## config.mk

```make
export PLATFORM = sky130hd
export DESIGN_NAME = lfs_top
export DESIGN_NICKNAME = d
export VERILOG_FILES = /design/src/lfs_pkg.sv /design/src/lfs_tick_if.sv /design/src/lfs_persist.sv /design/src/lfs_tick.sv /design/src/lfs_top.sv
export SDC_FILE = /design/constraint.sdc
export NUM_CORES = 1
export LEC_CHECK = 0
export ABC_AREA = 1
export BUFFER_PORTS_ARGS = -buffer_cell sky130_fd_sc_hd__buf_2
export CELL_PAD_IN_SITES_DETAIL_PLACEMENT = 0
export CELL_PAD_IN_SITES_GLOBAL_PLACEMENT = 1
export CORE_AREA = 5 5 138 153
export DETAILED_ROUTE_END_ITERATION = 12
export DIE_AREA = 0 0 143 158
export GPL_TIMING_DRIVEN = 0
export MAX_ROUTING_LAYER = met4
export PLACE_DENSITY_LB_ADDON = 0.15
export SLEW_MARGIN = 20
export SYNTH_ARGS = -nofsm -noshare
export SYNTH_HDL_FRONTEND = slang
export SYNTH_HIERARCHICAL = 1
export SYNTH_SLANG_ARGS = --single-unit
```

## constraint.sdc

```tcl
create_clock -name mclk -period 1.6 [get_ports mclk]
set_input_delay 0.08 -clock mclk [delete_from_list [all_inputs] [get_ports mclk]]
set_output_delay 0.08 -clock mclk [all_outputs]
set_load 0.01 [all_outputs]
```

## src/lfs_pkg.sv

```systemverilog
// Constants shared by the supply-regulator fault and status logic.
package lfs_pkg;

  // ****************************************************************
  // Status word addresses and bit positions
  // ****************************************************************
  localparam logic [7:0] ADDR_WORD0     = 8'h00;  // Fault status word.
  localparam logic [7:0] ADDR_WORD1     = 8'h01;  // Monitor status word.
  localparam int         W0_OFF_LO      = 0;      // Channel-off flags, bits 1:0.
  localparam int         W0_OC_LO       = 2;      // Overcurrent flags, bits 3:2.
  localparam int         W0_BAD_LO      = 4;      // Output-voltage-bad flags, bits 5:4.
  localparam int         W0_UV          = 6;      // Supply-low flag.
  localparam int         W0_TSD         = 7;      // Thermal trip flag.
  localparam int         W1_PUMP_LO     = 0;      // Pump-good flags, bits 1:0.
  localparam int         W1_TONE_LO     = 2;      // Tone-found flags, bits 3:2.
  localparam int         W1_WARN        = 4;      // Early supply warning.
  localparam int         W1_LOCK        = 5;      // Factory lock flag.
  localparam int         W1_BOOST_LO    = 6;      // Boost-rail-high flags, bits 7:6.

  // ****************************************************************
  // Reset values
  // ****************************************************************
  localparam logic [1:0] OFF_RESET      = 2'h3;   // Outputs start switched off.
  localparam logic [7:0] RD_DATA_RESET  = 8'h00;

  // ****************************************************************
  // Timing
  // ****************************************************************
  localparam int CLK_PERIOD_NS = 25;              // 40 MHz master clock.
  localparam int TICK_NS       = 500_000;         // Slow timebase, 0.5 ms.
  localparam int TICK_CYCLES   = (TICK_NS + CLK_PERIOD_NS - 1) / CLK_PERIOD_NS;
  localparam int OCP_DIS_NS    = 1_000_000;       // Overcurrent disable time.
  localparam int OCP_DIS_CYCLES = (OCP_DIS_NS + CLK_PERIOD_NS - 1) / CLK_PERIOD_NS;
  localparam int RETRY_NS      = 1_000_000_000;   // Auto-retry period, 1 s.
  localparam int RETRY_CNT_W   = 11;
  localparam logic [RETRY_CNT_W-1:0] RETRY_TICKS = RETRY_CNT_W'(RETRY_NS / TICK_NS);
  localparam int DLY1_NS       = 11_500_000;      // Warning delay code 01.
  localparam int DLY2_NS       = 46_000_000;      // Warning delay code 10.
  localparam int DLY3_NS       = 92_000_000;      // Warning delay code 11.
  localparam int WARN_CNT_W    = 8;
  localparam logic [WARN_CNT_W-1:0] DLY0_TICKS = 8'h00;
  localparam logic [WARN_CNT_W-1:0] DLY1_TICKS = WARN_CNT_W'(DLY1_NS / TICK_NS);
  localparam logic [WARN_CNT_W-1:0] DLY2_TICKS = WARN_CNT_W'(DLY2_NS / TICK_NS);
  localparam logic [WARN_CNT_W-1:0] DLY3_TICKS = WARN_CNT_W'(DLY3_NS / TICK_NS);

endpackage

```

## src/lfs_tick_if.sv

```systemverilog
// Slow timebase strobe passed from the divider to the status logic.
`timescale 1ns/1ps
interface lfs_tick_if;
  logic tick;  // One-cycle pulse every timebase period.

  modport src (output tick);
  modport dst (input tick);
endinterface

```

## src/lfs_persist.sv

```systemverilog
// Qualifier that passes a level only after it has stood for a set time.
`timescale 1ns/1ps
module lfs_persist #(
  parameter int CYCLES = lfs_pkg::OCP_DIS_CYCLES
) (
  // Clock and reset.
  input  wire logic mclk,
  input  wire logic nrst,
  // Raw level and qualified result.
  input  wire logic level,
  output logic      qual
);

  localparam int CW = $clog2(CYCLES + 1);
  localparam logic [CW-1:0] LIMIT = CW'(CYCLES);

  typedef struct packed {
    logic [CW-1:0] cnt;  // Cycles the level has stood, saturating.
    logic          q;    // Level has stood longer than the limit.
  } lfs_persist_st_t;

  lfs_persist_st_t st;       // Registered state.
  lfs_persist_st_t next_st;  // Next state.

  // Any gap in the level restarts the count, so short spikes never qualify.
  always_comb begin
    next_st = st;
    if (!level) begin
      next_st.cnt = '0;
      next_st.q   = 1'b0;
    end else if (st.cnt == LIMIT) begin
      next_st.q   = 1'b1;
    end else begin
      next_st.cnt = st.cnt + CW'(1);
    end
  end

  // State register.
  always_ff @(posedge mclk or negedge nrst) begin
    if (!nrst) begin
      st <= '0;
    end else begin
      st <= next_st;
    end
  end

  assign qual = st.q;

endmodule

```

## src/lfs_tick.sv

```systemverilog
// Divider that makes the slow timebase enable pulse.
`timescale 1ns/1ps
module lfs_tick #(
  parameter int TICK_CYCLES = lfs_pkg::TICK_CYCLES
) (
  // Clock and reset.
  input  wire logic mclk,
  input  wire logic nrst,
  // Timebase strobe.
  lfs_tick_if.src   tb
);

  localparam int CW = $clog2(TICK_CYCLES + 1);
  localparam logic [CW-1:0] LAST = CW'(TICK_CYCLES - 1);

  typedef struct packed {
    logic [CW-1:0] cnt;   // Cycles into the current period.
    logic          tick;  // Pulse at the end of a period.
  } lfs_tick_st_t;

  lfs_tick_st_t st;       // Registered state.
  lfs_tick_st_t next_st;  // Next state.

  // The counter wraps at the period end and raises the strobe for one cycle.
  always_comb begin
    next_st = st;
    next_st.tick = (st.cnt == LAST);
    if (st.cnt == LAST) begin
      next_st.cnt = '0;
    end else begin
      next_st.cnt = st.cnt + CW'(1);
    end
  end

  // State register.
  always_ff @(posedge mclk or negedge nrst) begin
    if (!nrst) begin
      st <= '0;
    end else begin
      st <= next_st;
    end
  end

  assign tb.tick = st.tick;

endmodule

```

## src/lfs_top.sv

```systemverilog
// Fault, status and interrupt logic of the dual-channel supply regulator.
`timescale 1ns/1ps
module lfs_top #(
  parameter int TICK_CYCLES    = lfs_pkg::TICK_CYCLES,
  parameter int OCP_DIS_CYCLES = lfs_pkg::OCP_DIS_CYCLES
) (
  // Clock and reset.
  input  wire logic       mclk,
  input  wire logic       nrst,
  // Control bits held elsewhere in the device.
  input  wire logic [1:0] output_on_bit,
  input  wire logic [1:0] tone_source_bit,
  input  wire logic       restart_policy_bit,
  input  wire logic       warning_delay_sel_lo,
  input  wire logic       warning_delay_sel_hi,
  input  wire logic       factory_lock_flag,
  // Comparator results, synchronous to the clock.
  input  wire logic       supply_low_sense,
  input  wire logic       supply_recovered,
  input  wire logic [1:0] overcurrent_sense,
  input  wire logic       overtemp_sense,
  input  wire logic [1:0] pump_ok_sense,
  input  wire logic [1:0] voltage_outside_wide,
  input  wire logic [1:0] voltage_inside_narrow,
  input  wire logic [1:0] tone_sense_input,
  input  wire logic [1:0] tone_above_receive,
  input  wire logic [1:0] boost_above_set,
  input  wire logic [1:0] boost_below_clear,
  input  wire logic       warning_below,
  input  wire logic       warning_above_hys,
  // Status read port.
  input  wire logic [7:0] status_rd_addr,
  input  wire logic       status_rd_strobe,
  input  wire logic       status_rd_done,
  output logic      [7:0] status_rd_data,
  // Outputs to the power stage and the host.
  output logic      [1:0] channel_enable,
  output logic            irq_n
);

  // ****************************************************************
  // State
  // ****************************************************************
  // One packed state holds every flag, the warning and retry counters and every output register.
  typedef struct packed {
    logic [1:0]                        channel_off_flag;        // Channel switched off.
    logic [1:0]                        overcurrent_flag;        // Latched overcurrent.
    logic [1:0]                        output_voltage_bad_flag; // Output out of window.
    logic                              supply_low_flag;         // Latched undervoltage.
    logic                              thermal_trip_flag;       // Latched overtemperature.
    logic [1:0]                        pump_good_flag;          // Pump voltage adequate.
    logic [1:0]                        tone_found_flag;         // Tone present.
    logic [1:0]                        boost_rail_high_flag;    // Boost rail high.
    logic                              early_supply_warning;    // Early supply warning.
    logic [lfs_pkg::WARN_CNT_W-1:0]    warn_cnt;                // Ticks since recovery.
    logic [lfs_pkg::RETRY_CNT_W-1:0]   retry_cnt;               // Ticks into retry period.
    logic [1:0]                        on_prev;                 // Enable bits last cycle.
    logic                              irq_n;                   // Interrupt line, low active.
    logic [1:0]                        chan_en;                 // Output drive enables.
    logic [7:0]                        rd_data;                 // Captured status word.
  } lfs_state_t;

  lfs_state_t st;       // Registered state.
  lfs_state_t next_st;  // Next state.

  // Signals between the submodules and the next-state logic.
  lfs_tick_if tb ();           // Slow timebase strobe.
  logic [1:0] oc_qualified;    // Overcurrent held past the disable time.
  logic       retry_pulse;     // One-second retry instant.
  logic [lfs_pkg::WARN_CNT_W-1:0] warn_target;  // Selected warning delay in ticks.
  logic [1:0] chan_fault;      // Any fault switching a channel off.
  logic       irq_event;       // A major fault newly appeared.
  logic       irq_cause;       // A major flag is still set.
  logic [7:0] word0;           // Fault status word.
  logic [7:0] word1;           // Monitor status word.

  // ****************************************************************
  // Timebase and overcurrent qualifiers
  // ****************************************************************
  lfs_tick #(
    .TICK_CYCLES (TICK_CYCLES)
  ) u_tick (
    .mclk (mclk),
    .nrst (nrst),
    .tb   (tb)
  );

  // One qualifier per channel filters overcurrent shorter than the disable time.
  // Both channels share one disable time; a per-channel limit would need a port.
  genvar ch;
  generate
    for (ch = 0; ch < 2; ch++) begin : g_oc
      lfs_persist #(
        .CYCLES (OCP_DIS_CYCLES)
      ) u_oc (
        .mclk  (mclk),
        .nrst  (nrst),
        .level (overcurrent_sense[ch]),
        .qual  (oc_qualified[ch])
      );
    end
  endgenerate

  // The retry instant is the tick that closes a full one-second period.
  // The period runs free, so the first retry after a fault may come early.
  assign retry_pulse = tb.tick && (st.retry_cnt == lfs_pkg::RETRY_TICKS - 11'h001);

  // Delay selector for the warning release.
  always_comb begin
    case ({warning_delay_sel_hi, warning_delay_sel_lo})
      2'h0:    warn_target = lfs_pkg::DLY0_TICKS;
      2'h1:    warn_target = lfs_pkg::DLY1_TICKS;
      2'h2:    warn_target = lfs_pkg::DLY2_TICKS;
      2'h3:    warn_target = lfs_pkg::DLY3_TICKS;
      default: warn_target = lfs_pkg::DLY0_TICKS;
    endcase
  end

  // ****************************************************************
  // Next-state logic
  // ****************************************************************
  // Flags that hardware sets take priority over a read clear in the same cycle,
  // so an event landing on the read that would clear it is never lost.
  always_comb begin
    next_st = st;
    chan_fault = 2'h0;
    irq_event = 1'b0;
    irq_cause = 1'b0;

    // Retry period counter, free running on the timebase.
    if (retry_pulse) begin
      next_st.retry_cnt = '0;
    end else if (tb.tick) begin
      next_st.retry_cnt = st.retry_cnt + 11'h001;
    end

    // Undervoltage latches and clears only on a read after recovery.
    if (supply_low_sense) begin
      next_st.supply_low_flag = 1'b1;
    end else if (status_rd_done && supply_recovered) begin
      next_st.supply_low_flag = 1'b0;
    end

    // Thermal trip: read clears in latch mode, retry instant in restart mode.
    if (overtemp_sense) begin
      next_st.thermal_trip_flag = 1'b1;
    end else if (restart_policy_bit ? retry_pulse : status_rd_done) begin
      next_st.thermal_trip_flag = 1'b0;
    end

    // Early warning sets at once; release waits for delay and a read.
    if (warning_below) begin
      next_st.early_supply_warning = 1'b1;
      next_st.warn_cnt = '0;
    end else if (!warning_above_hys) begin
      next_st.warn_cnt = '0;
    end else if (tb.tick && st.warn_cnt < warn_target) begin
      next_st.warn_cnt = st.warn_cnt + 8'h01;
    end
    // A read before the delay ends leaves the flag set; the host reads again.
    if (!warning_below && warning_above_hys && st.warn_cnt >= warn_target
        && status_rd_done) begin
      next_st.early_supply_warning = 1'b0;
    end

    for (int i = 0; i < 2; i++) begin
      // Overcurrent flag, same clearing policy as the thermal flag.
      if (oc_qualified[i]) begin
        next_st.overcurrent_flag[i] = 1'b1;
      end else if (restart_policy_bit ? retry_pulse : status_rd_done) begin
        next_st.overcurrent_flag[i] = 1'b0;
      end

      // Pump and tone monitors track every cycle with no latch; boost-high holds between set and clear.
      next_st.pump_good_flag[i] = pump_ok_sense[i];
      next_st.tone_found_flag[i] = tone_source_bit[i] ? tone_sense_input[i]
                                                      : tone_above_receive[i];
      if (boost_above_set[i]) begin
        next_st.boost_rail_high_flag[i] = 1'b1;
      end else if (boost_below_clear[i]) begin
        next_st.boost_rail_high_flag[i] = 1'b0;
      end

      // Channel-off: any fault or a low enable forces it; release needs a fresh
      // enable or, in restart mode, a retry instant with every fault gone.
      chan_fault[i] = next_st.supply_low_flag || next_st.thermal_trip_flag
                      || next_st.overcurrent_flag[i] || !pump_ok_sense[i];
      if (!output_on_bit[i] || chan_fault[i]) begin
        next_st.channel_off_flag[i] = 1'b1;
      end else if ((output_on_bit[i] && !st.on_prev[i])
                   || (restart_policy_bit && retry_pulse)) begin
        next_st.channel_off_flag[i] = 1'b0;
      end
      // Remember the enable bit, so only a fresh turn-on, or a retry in restart mode, releases the channel.
      next_st.on_prev[i] = output_on_bit[i];
      next_st.chan_en[i] = !next_st.channel_off_flag[i];

      // Voltage window only judged while the channel drives.
      if (!next_st.chan_en[i]) begin
        next_st.output_voltage_bad_flag[i] = 1'b0;
      end else if (voltage_outside_wide[i]) begin
        next_st.output_voltage_bad_flag[i] = 1'b1;
      end else if (voltage_inside_narrow[i]) begin
        next_st.output_voltage_bad_flag[i] = 1'b0;
      end
    end

    // Interrupt: new major fault pulls low; a read releases unless a cause
    // remains. Channel-off, voltage-bad and boost flags never take part.
    irq_event = (|(next_st.overcurrent_flag & ~st.overcurrent_flag))
                || (next_st.supply_low_flag && !st.supply_low_flag)
                || (next_st.thermal_trip_flag && !st.thermal_trip_flag)
                || (next_st.early_supply_warning && !st.early_supply_warning);
    irq_cause = (|next_st.overcurrent_flag) || next_st.supply_low_flag
                || next_st.thermal_trip_flag || next_st.early_supply_warning;
    // Set beats the read, so a fault arriving with the read is not lost.
    if (irq_event) begin
      next_st.irq_n = 1'b0;
    end else if (status_rd_done) begin
      next_st.irq_n = !irq_cause;
    end

    // Status words captured on the read strobe; unknown addresses read zero.
    word0 = {st.thermal_trip_flag, st.supply_low_flag, st.output_voltage_bad_flag,
             st.overcurrent_flag, st.channel_off_flag};
    word1 = {st.boost_rail_high_flag, factory_lock_flag, st.early_supply_warning,
             st.tone_found_flag, st.pump_good_flag};
    if (status_rd_strobe) begin
      case (status_rd_addr)
        lfs_pkg::ADDR_WORD0: next_st.rd_data = word0;
        lfs_pkg::ADDR_WORD1: next_st.rd_data = word1;
        default:             next_st.rd_data = lfs_pkg::RD_DATA_RESET;
      endcase
    end
  end

  // ****************************************************************
  // State register
  // ****************************************************************
  always_ff @(posedge mclk or negedge nrst) begin
    if (!nrst) begin
      st <= '0;
      // Only constants here: outputs off, interrupt line released.
      st.channel_off_flag <= lfs_pkg::OFF_RESET;
      st.irq_n <= 1'b1;
    end else begin
      st <= next_st;
    end
  end

  // Every output is a register bit, so nothing combinational reaches a pin.
  assign status_rd_data = st.rd_data;
  assign channel_enable = st.chan_en;
  assign irq_n = st.irq_n;
endmodule

```

## Word level (Yosys, flattened, before mapping)

Cells that the tools add are included.

- Logic and storage cells: 138
- Register bits after elaboration: 97
- Output and inout bits: 11

- Magnitude comparators: 2
- Bitwise logic cells: 2
- Equal/unequal tests: 13
- Reduce and logical (&&, ||, !) cells: 50
- Mux-type cells: 43
- $add $sub $neg: 5

Operators by type and width:

| kind | number |
|---|---|
| 17-bit two-way mux | 2 |
| 16-bit by 1-bit adder with 16-bit output, second input constant | 2 |
| 16-bit equality test, second input constant | 2 |
| 16-bit two-way mux | 2 |
| 8-bit one-hot mux with 4 select lines | 1 |
| 1-bit two-way mux | 31 |
| 8-bit two-way mux | 3 |
| 11-bit two-way mux | 2 |
| 8-bit one-hot mux with 2 select lines | 1 |
| 15-bit by 1-bit adder with 15-bit output, second input constant | 1 |
| 15-bit equality test, second input constant | 1 |
| 1-bit logical OR | 15 |
| 15-bit two-way mux | 1 |
| 1-bit zero test | 13 |
| 1-bit logical AND | 12 |
| 11-bit by 1-bit adder with 11-bit output, second input constant | 1 |
| 11-bit equality test, second input constant | 1 |
| 8-bit by 1-bit adder with 8-bit output, second input constant | 1 |
| 8-bit by 1-bit equality test with 1-bit output, second input constant | 1 |
| 8-bit greater-or-equal comparator | 1 |
| 8-bit zero test | 1 |
| 8-bit < comparator | 1 |
| 2-bit nonzero test | 4 |
| 3-bit nonzero test | 2 |
| 9 further kinds | 13 |

## Longest topological paths before layout

Gate-level depths: netlist (run 1).

- Depth after elaboration: 12
- Mapped depth: 14
- Mapped depth without buffers: 14

## By module

Netlist (run 1), hierarchy kept.

By module, submodules not included:

| module | seq. area each (µm²) | instances | cells an instance | area an instance (µm²) |
|---|---|---|---|---|
| lfs_top | 1,179.9 | 1 | 297 | 2,640.0 |
| lfs_persist | 425.4 | 2 | 129 | 989.7 |
| lfs_tick | 400.4 | 1 | 115 | 884.6 |

## Worst setup path before layout (run 1)

Ideal clock, no wire load.

- Kind: reg2reg
- Start point: register, netlist name st[29]
- End point: register, netlist name st[30]
- Arrival: 1.484 ns
- Library setup time: 0.123 ns
- Cell stages (with the launch flop): 10
- Path buffers: 0
- Path slack: -0.008 ns
- Cells stage by stage: dfrtp_1 > ha_1 > a21oi_1 > nor2_1 > nor2_1 > nand3_1 > inv_1 > nand2_1 > o21ai_0 > a21oi_1

==> run_results.csv, run 1 <==
group,metric,value,unit
clock_network,numCtsBuffers,9,
pwr,powerDensity,754,nW/um^2
cells_and_area,fin_cells,1021,
die,die_area,22600,um^2
timing,rsz0062_at_grt,"true",
timing,hold_viol,0,
setup_path,slowest_stage,"dfrtp_2",
hold_path,min_path_cells,3,
setup_path,cp_data_required_time,1.83,ns
route,vias,4496,
cells_and_area,syn2layout_area_growth,25.1,%
setup_path,worstSetupStartpointType,"flip-flop",
setup_path,arrival,1.79,ns
timing,hold_slack,0.0385,ns
route,via_per_inst,4.40,
yosys,ys_warn_count,6,
grt,grt_antenna_before_repair,0,
cells_and_area,utilization,35.3,%
setup_path,critPathMaxFanout,6,
route,postRouteAntennaNets,0,
timing,worstMarginPinSlew,0.539,ns
yosys,synth_top_cell_area_share,42.7,%
setup_path,cp-end-kind,"flip-flop",
hold_path,min_path_type,"in2reg",
setup_path,path_cells,"ha_4, a21o_1, nor2_4, nand3_4, inv_4, nand2_2, o21ai_1, a21oi_1",
timing,clock_skew,0.00820,ns
pwr,power.leakage,3.21,nW
clock_network,cts-root-buf,"clkbuf_16",
grt,grt_overflow,0,
setup_path,crit_family,"flip-flops",
placement,hpwl,9560,um
setup_path,path_class,"reg2reg",
route,drc,0,
clock_network,clk_pin_slew,0.06,ns
clock_network,htreeDepth,3,
yosys,synth.avg_cell_area,8.21,um^2
yosys,yosysSeqAreaShare,44.2,%
die,die_h,158,um
clock_network,clockBufferDepth,2,
route,drtPass1Iterations,4,
setup_path,critPathBufInv,1,
setup_path,r2r_cells,8,
timing,min_period,1.56,ns
yosys,synth_cell_type_count,41,
setup_path,cp_slowest_stage_delay,0.44,ns
yosys,synth_edf_count,0,
clock_network,clock_latency,0.35,ns
timing,period_share,97.8,%
grt,grt_pass1_vias,4511,
timing,clock.fmax,639,MHz
pwr,power,5.19,mW
die,dieWidth,143,um
grt,grt_usage,12.3,%
yosys,synth_cells,670,
die,ios,52,
yosys,synth_area,5500,um^2
clock_network,cts_sinks,97,
cells_and_area,n_antenna_cell,0,
run,cap_violations,0,
yosys,yosysTopAreaCell,"dfrtp_1",
cells_and_area,final_layout_size_suffix_gt1_share,25.7,%
cells_and_area,nNetsFinal,824,
timing,slew_headroom,63.8,%
die,core-area,19500,um^2
timing,drv_slew,0,
grt,grt_max_degree,61,
yosys,async_flop_share,100,%
setup_path,critical_path_cell_count,8,
route,drtIter0Drc,242,
yosys,synth_ff_type,"dfrtp_1",
die,rows,54,
yosys,syn-num-nets,730,
cells_and_area,post-route-cell-area,6890,um^2
placement,place.gp.congestion,0.758,
placement,placed_cells,973,
pwr,vdd_drop_max,0.000512,V
clock_network,tritoncts,"done",
timing,setup_viol,0,
placement,place_area,6100,um^2
route,routed_wirelength,12800,um
placement,port_buffers,50,
grt,grt_pass1_wl,22000,um
outcome,outcome,"complete, no violations",
yosys,synth_area_leaders,"dfrtp_1 (43%), nand2_1 (7.2%), nor2_1 (7.2%), inv_1 (5.7%), ha_1 (4.3%)",
die,initial_core_util,28.2,%
yosys,yosys_register_bits,97,
route,routedWlPerCell,12.6,um
path summary, 6_finish.rpt:
check / startpoint / endpoint / slack (ns)
max: st[31] / st[30] / 0.04
max reg2reg: st[31] / st[30] / 0.04
min in group asynchronous: nrst / st[26] / 0.21
max in group asynchronous: nrst / st[45] / 0.74
min reg2reg: irq_n / irq_n / 0.50
min: warning_above_hys / st[31] / 0.04
cell families after synthesis:
group                    share of synthesized area, %
AO/OA/AOI/OAI                                    7.32
XOR/XNOR                                         1.91
adder cells (fa/ha/maj)                          4.32
buffers and inverters                            8.89
flip-flops                                       44.2
multiplexers                                    0.409
AND/OR/NAND/NOR                                  33.0
report_power, final:
group	total [mW]	internal, mW	switching (mW)
logic	0.415	0.185	0.229
clock network	2.25	1.30	0.952
registers	2.53	2.49	0.0311
cell usage in the layout, fill, tap and decap left out, types with 20 or more instances in the layout:
cell and count:
nand3_1 40, dfrtp_1 92, inv_1 80, nand4_1 26, a21oi_1 23, buf_2 49, nand2_2 25, dlygate4sd3_1 20
buf_4 23, nor2_1 102, nand2_1 100
Yosys cell counts (all sizes together) (4+ instances only):
cell type	n
o21ai	25
a31oi	10
nor2	126
nor3	16
clkbuf	4
ha	19
o21bai	4
buf	12
a21oi	26
nand3	48
nand4	27
inv	94
nand2	133
xor2	8
dfrtp	94
xnor2	4
layer usage:
metal,track usage [%],routed length (um),vias to the layer above
met1,15.6,6100,2059
met3,1.90,544,14
met5,-,0,-
met2,19.8,6010,74
met4,4.62,170,0
li1,-,-,2349
layout make-up:
type                    instances  area (um^2)
fillers                      2046        12600
multi-input cells             461         2760
flip-flops and latches         97         2430
repair buffers                 83          574
inverters                      96          363
well taps                     252          315
clock buffers                  12          256
plain buffers                  16          129
clock inverters                 4         51.3
timing repair:
item | CTS | global route
endpoints found under the setup margin | 9 | 19
pin swaps | 8 | 11
setup buffers | 5 | 7
gates resized for setup | 15 | 26
hold buffers | 20 | 0
endpoints found under the hold margin | 54 | 0
metrics by stage:
step	TNS (ns)	setup WS, ns
after floorplan	0	0.00754
final	0	0.0358
after global routing	-0.314	-0.0570
after detailed placement	-2.02	-0.330
after CTS	-0.0000417	-0.0000417
after global placement	-76.74	-0.798
state kept, by name, indices dropped and copies added (netlist names):
signal / count
st: 36
g_oc.u_oc/st: 32
u_tick/st: 15
status_rd_data: 8
channel_enable: 2
g_oc.u_oc/qual: 2
irq_n: 1
u_tick/tb.tick: 1
worst reg2reg max path: stages (launching register included):
cell and delay [ns]:
dfrtp_2 0.44, ha_4 0.24, a21o_1 0.19, nor2_4 0.15, nand3_4 0.14, inv_4 0.09, nand2_2 0.05, o21ai_1 0.11
a21oi_1 0.05
Note: power is estimated with default switching activity, not from simulation.
==> run 2, diff against run 1 <==
--- a/config.mk
+++ b/config.mk
@@ -5,13 +5,10 @@
 export SDC_FILE = /design/constraint.sdc
 export NUM_CORES = 1
 export LEC_CHECK = 0
-export ABC_AREA = 1
 export BUFFER_PORTS_ARGS = -buffer_cell sky130_fd_sc_hd__buf_2
-export CELL_PAD_IN_SITES_DETAIL_PLACEMENT = 0
-export CELL_PAD_IN_SITES_GLOBAL_PLACEMENT = 1
-export CORE_AREA = 5 5 138 153
+export CORE_AREA = 5 5 133 147
 export DETAILED_ROUTE_END_ITERATION = 12
-export DIE_AREA = 0 0 143 158
+export DIE_AREA = 0 0 138 152
 export GPL_TIMING_DRIVEN = 0
 export MAX_ROUTING_LAYER = met4
 export PLACE_DENSITY_LB_ADDON = 0.15
==> run 2 against run 1 <==
Net effect: the run now ends with setup timing left; non-clock buffer count increased by 48; combinational power decreased by 8.2%; count of clock-buffer cells in the layout decreased by 3; critical endpoint is now st[29].
==> run_results.csv, run 2 <==
group,metric,value,unit
outcome,outcome,"complete, but fails checks",
outcome,violations,"setup timing",
yosys,synth_cell_type_count,58,
cells_and_area,layout_common_cells,"dfrtp_1 (83), buf_4 (67), buf_2 (50), nand2_1 (46), inv_1 (37)",
yosys,synth_area,5080,um^2
timing,fin_setup_tns,-1.56,ns
clock_network,clock_latency,0.35,ns
die,die_area,21000,um^2
clock_network,clockBufferDepth,2,
cells_and_area,top_regs,"st: 36 flops, g_oc.u_oc/st: 32 flops, u_tick/st: 15 flops",
route,via_per_inst,4.74,
grt,grt_use_met3,2.29,%
die,core-area,18100,um^2
clock_network,numCtsBuffers,9,
timing,worstMarginPinSlew,0.612,ns
setup_path,path_class,"reg2reg",
hold_path,hold_path_end,"status_rd_data[5]",
grt,grt_usage,11.9,%
grt,grt_max_degree,76,
grt,met1_usage,14.0,%
setup_path,arrival,2.12,ns
pwr,vdd_drop_max,0.000620,V
cells_and_area,n_antenna_cell,0,
cells_and_area,syn2layout_area_growth,37.2,%
yosys,yosys-top-cells-count,"dfrtp_1 (94), nand2_1 (47), inv_1 (37)",
timing,clock.fmax,541,MHz
timing,hold_viol,0,
setup_path,cp-end-kind,"flip-flop",
setup_path,ff2ff_setup_slack,-0.25,ns
die,die_h,152,um
yosys,async_flop_share,100,%
setup_path,worstSetupStartpointType,"flip-flop",
placement,port_buffers,49,
route,drtIter0Drc,210,
setup_path,regToRegStartpoint,"st[25]",
timing,fin_ws,-0.249,ns
clock_network,htreeDepth,3,
setup_path,r2r_cells,7,
setup_path,critPathMaxFanout,5,
cells_and_area,final_layout_size_suffix_gt1_share,33.6,%
clock_network,tritoncts,"done",
timing,min_period,1.85,ns
route,vias,4222,
placement,place_area,5720,um^2
setup_path,cp_data_required_time,1.87,ns
hold_path,min_path_type,"in2reg",
route,postRouteAntennaNets,0,
cells_and_area,regMostFlops,"st",
yosys,yosysTopAreaCell,"dfrtp_1",
yosys,synth_area_leaders,"dfrtp_1 (46%), ha_1 (4.7%), mux2i_1 (4.1%), nand2_1 (3.5%), a21oi_1 (2.9%)",
yosys,yosysSeqAreaShare,47.8,%
route,routedWlPerCell,13.6,um
yosys,synth_edf_count,0,
yosys,ys_warn_count,6,
timing,setup_viol,16,
grt,grt_overflow,0,
die,rows,52,
die,ios,52,
hold_path,min_path_cells,3,
grt,use_met2,20.5,%
clock_network,cts_sinks,97,
route,drc,0,
grt,grt_pass1_vias,4352,
grt,grt.busiest_layer,"met2",
yosys,yosys_register_bits,97,
timing,clock_skew,0.00726,ns
pwr,powerDensity,755,nW/um^2
timing,slew_headroom,59.2,%
yosys,synth.avg_cell_area,10.0,um^2
timing,period_share,116,%
grt,grt_pass1_wl,20600,um
route,drtPass1Iterations,4,
pwr,power.leakage,2.95,nW
die,initial_core_util,28.1,%
timing,drv_slew,0,
placement,hpwl,7810,um
route,routed_wirelength,12100,um
cells_and_area,nNetsFinal,703,
yosys,synth_ff_type,"dfrtp_1",
yosys,synth_cells,506,
setup_path,r2r-end,"st[29]",
run,cap_violations,0,
yosys,synth_top_cell_area_share,46.3,%
placement,place.gp.congestion,0.732,
grt,grt_antenna_before_repair,0,
timing,rsz0062_at_grt,"true",
die,dieWidth,138,um
cells_and_area,post-route-cell-area,6970,um^2
hold_path,hold_start,"factory_lock_flag",
yosys,yosysMostFrequentCell,"dfrtp_1",
cells_and_area,final_common_cell,"dfrtp_1",
clock_network,clk_pin_slew,0.07,ns
yosys,syn-num-nets,566,
cells_and_area,largest_register_ffs,36,
clock_network,cts-root-buf,"clkbuf_16",
[run 2: how the worst max path moves through the flow]
stage / startpoint / cells after the start / to
2_1_floorplan: st[25] / 7 / st[29]
3_3_place_gp: nrst / 1 / st[33]
3_5_place_dp: warning_delay_sel_hi / 11 / st[29]
4_1_cts: st[25] / 7 / st[29]
5_1_grt: st[25] / 7 / st[29]
6_report: st[25] / 7 / st[29]
[run 2: logic make-up after synthesis]
kind of cell / count (synthesis) / share of synthesized area [%]
adders and majority gates: 19 / 4.68
and+or+nand+nor: 195 / 22.8
buffers and inverters: 60 / 5.22
DFF: 97 / 47.8
xor gates and xnor gates: 21 / 3.62
muxes: 23 / 4.58
AOI/OAI and AO/OA: 91 / 11.3
[run 2: layer usage]
metal,up-vias,routed length [um]
met5,-,0
met4,0,164
met3,12,249
met2,45,6460
met1,2074,5250
li1,2091,-
[run 2: where the power goes]
group,switching (mW),internal (mW),leakage (nW)
clock network,0.982,1.38,0.153
logic,0.198,0.183,1.53
registers,0.0305,2.49,1.27
[run 2: worst max-delay path: stages (launching register included)]
cell and delay [ns]:
dfrtp_2 0.43, ha_4 0.22, nor2b_4 0.12, o211ai_2 0.19, a21oi_2 0.10, buf_6 0.14
or4b_4 0.47, a21oi_2 0.12
[run 2: repair_timing]
item / 4_1_cts / 5_1_grt
gates resized for setup: 32 / 40
endpoints found under the hold margin: 106 / 0
pin swaps: 22 / 19
setup endpoints to repair: 47 / 39
gates cloned: 0 / 0
hold buffers: 17 / 0
buffers inserted: 43 / 18
[run 2: final cells by class]
cell class / count / area, um^2
flip-flops and latches: 97 / 2440
clock buffers: 9 / 225
clock inverters: 7 / 101
fillers: 1820 / 11100
inverters: 39 / 146
multi-input cells: 349 / 2710
repair buffers: 128 / 922
well taps: 243 / 304
plain buffers: 19 / 123
[run 2: per-stage QoR]
stage | hold slack, ns | cells | setup slack (ns) | util (%) | power [mW]
2_1_floorplan | -0.216 | 506 | -0.304 | - | 2.69
3_3_place_gp | 0.205 | 798 | -0.717 | 31.4 | 2.84
3_5_place_dp | -0.0392 | 799 | -0.494 | 31.6 | 2.86
4_1_cts | 0.00927 | 873 | -0.242 | 37.0 | 5.34
5_1_grt | 0.0101 | 891 | -0.350 | 38.6 | 5.51
6_report | 0.0218 | 891 | -0.249 | 38.6 | 5.26
